[config.mk]
export PLATFORM = sky130hd
export DESIGN_NAME = tbw_master
export DESIGN_NICKNAME = d
export VERILOG_FILES = /design/src/rtl/tbw_pkg.sv /design/src/rtl/tbw_bit_timer.sv /design/src/rtl/tbw_master.sv
export VERILOG_INCLUDE_DIRS = /design/src /design/src/rtl
export SDC_FILE = /design/constraint.sdc
export NUM_CORES = 1
export LEC_CHECK = 0
export BUFFER_PORTS_ARGS = -buffer_cell sky130_fd_sc_hd__buf_2
export CAP_MARGIN = 20
export CORE_MARGIN = 1.5
export CORE_UTILIZATION = 30
export CTS_CLUSTER_SIZE = 20
export DETAILED_ROUTE_END_ITERATION = 10
export SYNTH_ARGS = -nofsm -noshare
export SYNTH_HDL_FRONTEND = slang
export SYNTH_SLANG_ARGS = --single-unit
[constraint.sdc]
create_clock -name core_clk_in -period 2.25 [get_ports core_clk_in]
set_clock_uncertainty 0.1 [all_clocks]
set_input_delay 0.225 -clock core_clk_in [delete_from_list [all_inputs] [get_ports core_clk_in]]
set_output_delay 0.225 -clock core_clk_in [all_outputs]
set_load 0.01 [all_outputs]
[src/rtl/tbw_params.svh]
// Constants for the ten-bit-address write controller
`ifndef TBW_PARAMS_SVH
`define TBW_PARAMS_SVH
`define TBW_EXT_ADDR_PATTERN 5'h1_E
`define TBW_DIR_WRITE 1'h0
`define TBW_BYTE_BITS 4'h8
`define TBW_HALF_BIT_NS 2000
`define TBW_CLK_NS 4
`define TBW_HALF_BIT_CYC (`TBW_HALF_BIT_NS / `TBW_CLK_NS)
`define TBW_SETUP_CYC 16'h0_004
`endif

[src/rtl/tbw_pkg.sv]
// Types shared by the ten-bit-address write controller
package tbw_pkg;
    typedef enum logic [3:0] {
        TBW_IDLE = 4'b0000,
        TBW_START = 4'b0001,
        TBW_LOAD = 4'b0010,
        TBW_SHIFT = 4'b0011,
        TBW_ACK = 4'b0100,
        TBW_HOLD = 4'b0101,
        TBW_STOP_LOW = 4'b0110,
        TBW_STOP_HIGH = 4'b0111,
        TBW_STOP_END = 4'b1000
    } tbw_state_type;
endpackage

[src/rtl/tbw_bit_timer.sv]
// Half-bit tick generator for the serial clock
`timescale 1ns/1ps
`include "tbw_params.svh"
module tbw_bit_timer (
    input wire logic core_clk_in,
    input wire logic rst_in,
    input wire logic run_in,
    output logic tick_out
);
    logic [15:0] count;
    // Restart on idle so the first phase after start is whole; later phases share the running count
    always_ff @(posedge core_clk_in) begin
        if (rst_in || !run_in) begin
            count <= 16'h0_000;
            tick_out <= 1'b0;
        end else if (count == 16'(`TBW_HALF_BIT_CYC - 1)) begin
            count <= 16'h0_000;
            tick_out <= 1'b1;
        end else begin
            count <= count + 16'h0_001;
            tick_out <= 1'b0;
        end
    end
endmodule // tbw_bit_timer

[src/rtl/tbw_master.sv]
// Two-wire bus master: write sequencing for a ten-bit slave address
`timescale 1ns/1ps
`include "tbw_params.svh"
// Functional notes
// The shift register is loaded from the data register before each address byte, the second included.
// The transmit interrupt rises once the first bit of the first address byte is on the data line.
// Software answers the first transmit interrupt by writing the second address byte.
// The rest of the first address byte and the write direction bit are shifted out.
// A slave holding data low during the next clock-high period sets the acknowledge bit.
// A missing acknowledge on the first byte sets the no-response flag and clears acknowledge.
// Software answers a no-response flag with stop and flush and clears the transmit enable.
// After no-response with stop, a stop condition is sent, then stop and the flag are cleared.
// The transmit interrupt rises again after the first bit of the second address byte.
// Software answers the second transmit interrupt by setting stop, optionally clearing the enable.
// The stop bit clears only once the stop condition has been sent.
// With stop requested a missing acknowledge raises no flag; acknowledge reads 1 or 0.
// The first address byte is the extended pattern, the two upper address bits and direction.
module tbw_master (
    input wire logic core_clk_in,
    input wire logic rst_in,
    input wire logic start_in,
    input wire logic [7:0] data_in,
    input wire logic data_wr_in,
    input wire logic stop_set_in,
    input wire logic flush_in,
    input wire logic transmit_irq_enable_in,
    input wire logic scl_in,
    input wire logic sda_in,
    output logic scl_oe_out,
    output logic sda_oe_out,
    output logic scl_out,
    output logic sda_out,
    output logic tx_irq_out,
    output logic ack_out,
    output logic no_response_irq_flag_out,
    output logic stop_out,
    output logic busy_out
);
    import tbw_pkg::*;

    tbw_state_type state;
    logic [7:0] data_reg;
    logic data_full;
    logic [7:0] shift;
    logic [3:0] bit_cnt;
    logic phase_high;
    logic byte_idx;
    logic tick;
    logic scl_m;
    logic scl_s;
    logic sda_m;
    logic sda_s;
    logic tx_req;

    // Form the first address byte from the upper two address bits
    function automatic logic [7:0] first_byte(input logic [1:0] hi);
        first_byte = {`TBW_EXT_ADDR_PATTERN, hi, `TBW_DIR_WRITE};
    endfunction

    tbw_bit_timer u_timer (
        .core_clk_in(core_clk_in),
        .rst_in(rst_in),
        .run_in(state != TBW_IDLE),
        .tick_out(tick)
    );

    // Two-stage synchronisers; only the data line's second stage is read
    always_ff @(posedge core_clk_in) begin
        if (rst_in) begin
            scl_m <= 1'b1;
            scl_s <= 1'b1;
            sda_m <= 1'b1;
            sda_s <= 1'b1;
        end else begin
            scl_m <= scl_in;
            scl_s <= scl_m;
            sda_m <= sda_in;
            sda_s <= sda_m;
        end
    end

    // Data register; software writes, loads into the shifter empty it
    always_ff @(posedge core_clk_in) begin
        if (rst_in || flush_in) begin
            data_reg <= 8'h0_0;
            data_full <= 1'b0;
        end else if (data_wr_in) begin
            data_reg <= data_in;
            data_full <= 1'b1;
        end else if (state == TBW_LOAD && data_full) begin
            data_full <= 1'b0;
        end
    end

    // Sequencer: start, two address bytes, acknowledge, stop
    always_ff @(posedge core_clk_in) begin
        if (rst_in) begin
            state <= TBW_IDLE;
            shift <= 8'h0_0;
            bit_cnt <= 4'h0;
            phase_high <= 1'b0;
            byte_idx <= 1'b0;
            scl_out <= 1'b1;
            sda_out <= 1'b1;
            tx_req <= 1'b0;
        end else begin
            tx_req <= 1'b0;
            unique case (state)
                TBW_IDLE: begin
                    scl_out <= 1'b1;
                    sda_out <= 1'b1;
                    byte_idx <= 1'b0;
                    if (start_in) begin
                        state <= TBW_START;
                    end
                end
                TBW_START: if (tick) begin
                    sda_out <= 1'b0; // Start: data falls while clock high
                    state <= TBW_LOAD;
                end
                TBW_LOAD: if (data_full) begin
                    // Clock keeps its level (high after start, low after a byte) until software has a byte ready
                    shift <= byte_idx ? data_reg : first_byte(data_reg[2:1]);
                    bit_cnt <= `TBW_BYTE_BITS;
                    phase_high <= 1'b0;
                    scl_out <= 1'b0;
                    state <= TBW_SHIFT;
                end
                TBW_SHIFT: if (tick) begin
                    if (!phase_high) begin
                        sda_out <= shift[7];
                        scl_out <= 1'b0;
                        phase_high <= 1'b1;
                    end else begin
                        scl_out <= 1'b1;
                        shift <= {shift[6:0], 1'b0};
                        bit_cnt <= bit_cnt - 4'h1;
                        phase_high <= 1'b0;
                        if (bit_cnt == `TBW_BYTE_BITS) begin
                            tx_req <= 1'b1;
                        end
                        if (bit_cnt == 4'h1) begin
                            state <= TBW_ACK;
                        end
                    end
                end
                TBW_ACK: if (tick) begin
                    if (!phase_high) begin
                        scl_out <= 1'b0;
                        sda_out <= 1'b1; // Release data for the slave
                        phase_high <= 1'b1;
                    end else begin
                        scl_out <= 1'b1;
                        phase_high <= 1'b0;
                        state <= TBW_HOLD;
                    end
                end
                TBW_HOLD: if (tick) begin
                    scl_out <= 1'b0;
                    // Judge the live line: ack_out only takes this slot's value at this same edge
                    if (stop_out || (sda_s && byte_idx == 1'b0)) begin
                        // Without ack, wait for software to ask for stop
                        if (stop_out) begin
                            state <= TBW_STOP_LOW;
                        end
                    end else begin
                        byte_idx <= 1'b1;
                        state <= TBW_LOAD;
                    end
                end
                TBW_STOP_LOW: if (tick) begin
                    sda_out <= 1'b0;
                    scl_out <= 1'b0;
                    state <= TBW_STOP_HIGH;
                end
                TBW_STOP_HIGH: if (tick) begin
                    scl_out <= 1'b1;
                    state <= TBW_STOP_END;
                end
                TBW_STOP_END: if (tick) begin
                    sda_out <= 1'b1; // Stop: data rises while clock high
                    state <= TBW_IDLE;
                end
                default: state <= TBW_IDLE;
            endcase
        end
    end

    // Acknowledge sampled in the clock-high period after the byte
    always_ff @(posedge core_clk_in) begin
        if (rst_in) begin
            ack_out <= 1'b0;
        end else if (state == TBW_HOLD && tick) begin
            ack_out <= ~sda_s;
        end
    end

    // No-response flag: first byte only, never when stop was asked
    always_ff @(posedge core_clk_in) begin
        if (rst_in) begin
            no_response_irq_flag_out <= 1'b0;
        end else if (state == TBW_HOLD && tick && sda_s && !stop_out && byte_idx == 1'b0) begin
            no_response_irq_flag_out <= 1'b1;
        end else if (state == TBW_STOP_END && tick) begin
            no_response_irq_flag_out <= 1'b0;
        end
    end

    // Stop bit: set by software, cleared once the stop is on the wire
    always_ff @(posedge core_clk_in) begin
        if (rst_in) begin
            stop_out <= 1'b0;
        end else if (stop_set_in) begin
            stop_out <= 1'b1; // Set wins over the clear
        end else if (state == TBW_STOP_END && tick) begin
            stop_out <= 1'b0;
        end
    end

    // Transmit interrupt: level until software writes data, gated by enable
    always_ff @(posedge core_clk_in) begin
        if (rst_in) begin
            tx_irq_out <= 1'b0;
        end else if (tx_req) begin
            tx_irq_out <= transmit_irq_enable_in;
        end else if (data_wr_in || !transmit_irq_enable_in || state == TBW_IDLE) begin
            tx_irq_out <= 1'b0;
        end
    end

    // Open-drain drive: enable only when pulling low
    always_ff @(posedge core_clk_in) begin
        if (rst_in) begin
            scl_oe_out <= 1'b0;
            sda_oe_out <= 1'b0;
            busy_out <= 1'b0;
        end else begin
            scl_oe_out <= ~scl_out;
            sda_oe_out <= ~sda_out;
            busy_out <= (state != TBW_IDLE);
        end
    end
endmodule // tbw_master

==> results.yml <==
status:
  status: "completed"
synth:
  yosysMostFrequentCell: "dfxtp_1"
  synth_common_cells: "56 x dfxtp_1, 40 x nor2_1, 25 x nand2_1"
  netlist_instances: 299
  yosysTopAreaCell: "dfxtp_1"
  synth_area_leaders: "dfxtp_1 42%, nor2_1 5.7%, mux2i_1 3.8%"
  avgSynthCellArea_sq_um: 8.846
  yosysWarnings: 0
  synth_top_area_share_pct: 42.38
  synthesis.nets: 320
  synth_seq_area_share_pct: 42.38
  ys_async_sr_fraction_pct: 0
  ys_seq_elements: 56
  netlist_area_sq_um: 2645
  synth_ff_type: "dfxtp_1"
  ys_types: 59
  synth-edff-count: 0
timing:
  finalCriticalPeriod_ns: 1.891
  rsz0062_at_grt: "false"
  fmax_mhz: 528.9
  hold_viol_final: 0
  setup_viol: 0
  relSlewSlack_pct: 57.81
  tightest_slew_ns: 0.6168
  fin_setup_tns_ns: 0
  post-route-period-util_pct: 84.04
  final-max-slew-violation-count: 0
drt:
  postRouteAntennaNets: 0
  drc_errors: 0
  vias: 2186
  firstDrtPassIters: 4
  wl_per_cell_um: 12.89
  viasPerCell: 5.060
  drt_iter0_drc: 108
  wirelength_um: 5568
clocking:
  clockBufferDepth: 2
  h-tree-depth: 2
  numCtsBuffers: 5
  cts-root-buf: "clkbuf_8"
  numClockSinks: 56
  clock_latency_ns: 0.31
  tritoncts: "built"
  path_clk_slew_ns: 0.10
critical_path:
  crit_path_top_delay_cell: "dfxtp_1"
  timing.rr.start: "state[0]"
  max_stage_delay_ns: 0.60
  critical_path_buf_inv_count: 0
  critPathLaunch: "state[0]"
  reg2reg_depth: 4
  cp_data_required_time_ns: 2.39
  path_delay_family: "flip-flops"
  path_cells: "nand3_1 -> a211o_1 -> or3_1 -> a21oi_1"
  startpoint_type: "register"
  path_max_fanout: 12
  rr_endpoint: "bit_cnt[1]"
  critPathArrivalTime_ns: 2.03
  end_kind: "register"
  r2r_setup_slack_ns: 0.36
  worstSetupPathType: "reg2reg"
finish:
  final_nets: 344
  multi_input_area_sq_um: 1420
  diodes: 0
  nFillCells: 880
  drive_gt1_share_pct: 17.59
  regArea_sq_um: 1122
  final_core_util_pct: 35.06
  largest_reg_flops: 16
  syn2layout_area_growth_pct: 14.47
power_and_ir_drop:
  p_leak_nw: 1.049
  peakVddDrop_v: 0.0002135
  powerDensity_nw_per_um2: 618.3
die:
  die_w_um: 96.90
  io_pins: 26
  die_y_um: 96.90
  initial_utilization_pct: 30.63
  dieArea_sq_um: 9389
  core_area_sq_um: 8636
  rows: 34
grt:
  grt_pass1_wl_um: 9473
  gr-total-overflow: 0
  antenna_found_initial: 0
  grt_pass1_vias: 2031
  grt.total_usage_pct: 12.13
  grt_max_degree: 29
placement:
  gp_congestion: 0.8959
  dp_hpwl_um: 3886
  port_buffers: 24
hold_path:
  hold_depth: 3
  hold_class: "in2reg"
  min_from: "stop_set_in"
  holdPathEnd: "stop_out"
run:
  max_cap_violations: 0
area by class of cell:
type                            instances  area share, %
Clock inverter                          1         0.9917
Inverter                                7         0.8678
Tap cell                              108          4.463
Clock buffer                            7          3.182
Multi-Input combinational cell        219          46.90
Timing Repair Buffer                   34          6.529
Sequential cell                        56          37.07
report_power, final:
group / internal, W / switching [W]
clock network: 0.000393 / 0.000319
registers: 0.00101 / 0.0000187
logic: 0.0000594 / 0.0000727
total: 0.00146 / 0.000410
cell families (layout without fill, tap and decap cells):
family	after synthesis	in the layout	share of synthesized area [%]
simple gates	138	138	28.48
flops	56	56	42.38
compound gates	52	52	14.48
buf+inv	24	49	3.926
xor+xnor	14	14	4.636
mux	11	11	4.210
fa+ha+maj	4	4	1.892
worst max-delay path by stage:
stage	to	slack, ns	cells past startpoint
floorplan	state[0]	0.56	6
global placement	state[2]	0.27	4
detailed placement	state[2]	0.23	4
CTS	state[2]	0.20	4
global route	no_response_irq_flag_out	0.21	5
finish	bit_cnt[1]	0.36	4
per-stage QoR:
step / total power (W) / area (sq um) / setup WS (ns) / hold WS (ns) / cells
after CTS: 0.001890 / 3027 / 0.2034 / 0.02516 / 432
final: 0.001872 / 3028 / 0.3592 / 0.02258 / 432
after floorplan: 0.001133 / 2645 / 0.5605 / 0.2288 / 299
after global routing: 0.001952 / 3028 / 0.2138 / 0.02438 / 432
after global placement: 0.001181 / 2890 / 0.2706 / 0.2938 / 423
after detailed placement: 0.001182 / 2890 / 0.2280 / 0.3052 / 423
cell usage in the layout, fill, tap and decap left out, types with 6 or more instances in the layout:
cell type / instances
buf_2: 24
mux2i_1: 10
nand2_1: 25
nand3b_1: 7
clkbuf_8: 7
xnor2_1: 9
a21oi_1: 15
buf_4: 9
nand2b_1: 6
nand4_1: 7
dfxtp_1: 55
o21ai_0: 6
nand3_1: 8
inv_1: 7
nor3_1: 7
nor2_1: 40
repair_timing:
item,4_1_cts,5_1_grt
setup endpoints to repair,0,1
gates resized for setup,0,1
hold buffers,1,0
buffers inserted,0,0
hold endpoints to repair,1,0
per-layer routing:
layer  track usage (%)  routed length, um
met3             2.529                201
met4             4.794                102
met1             15.59               2622
met2             19.85               2641
met5                 0                  0
worst min-delay path: stages:
cell     delay, ns
buf_2         0.08
a21oi_1       0.03
nor2_1        0.07
No activity file was read; power rests on OpenSTA's default activity.
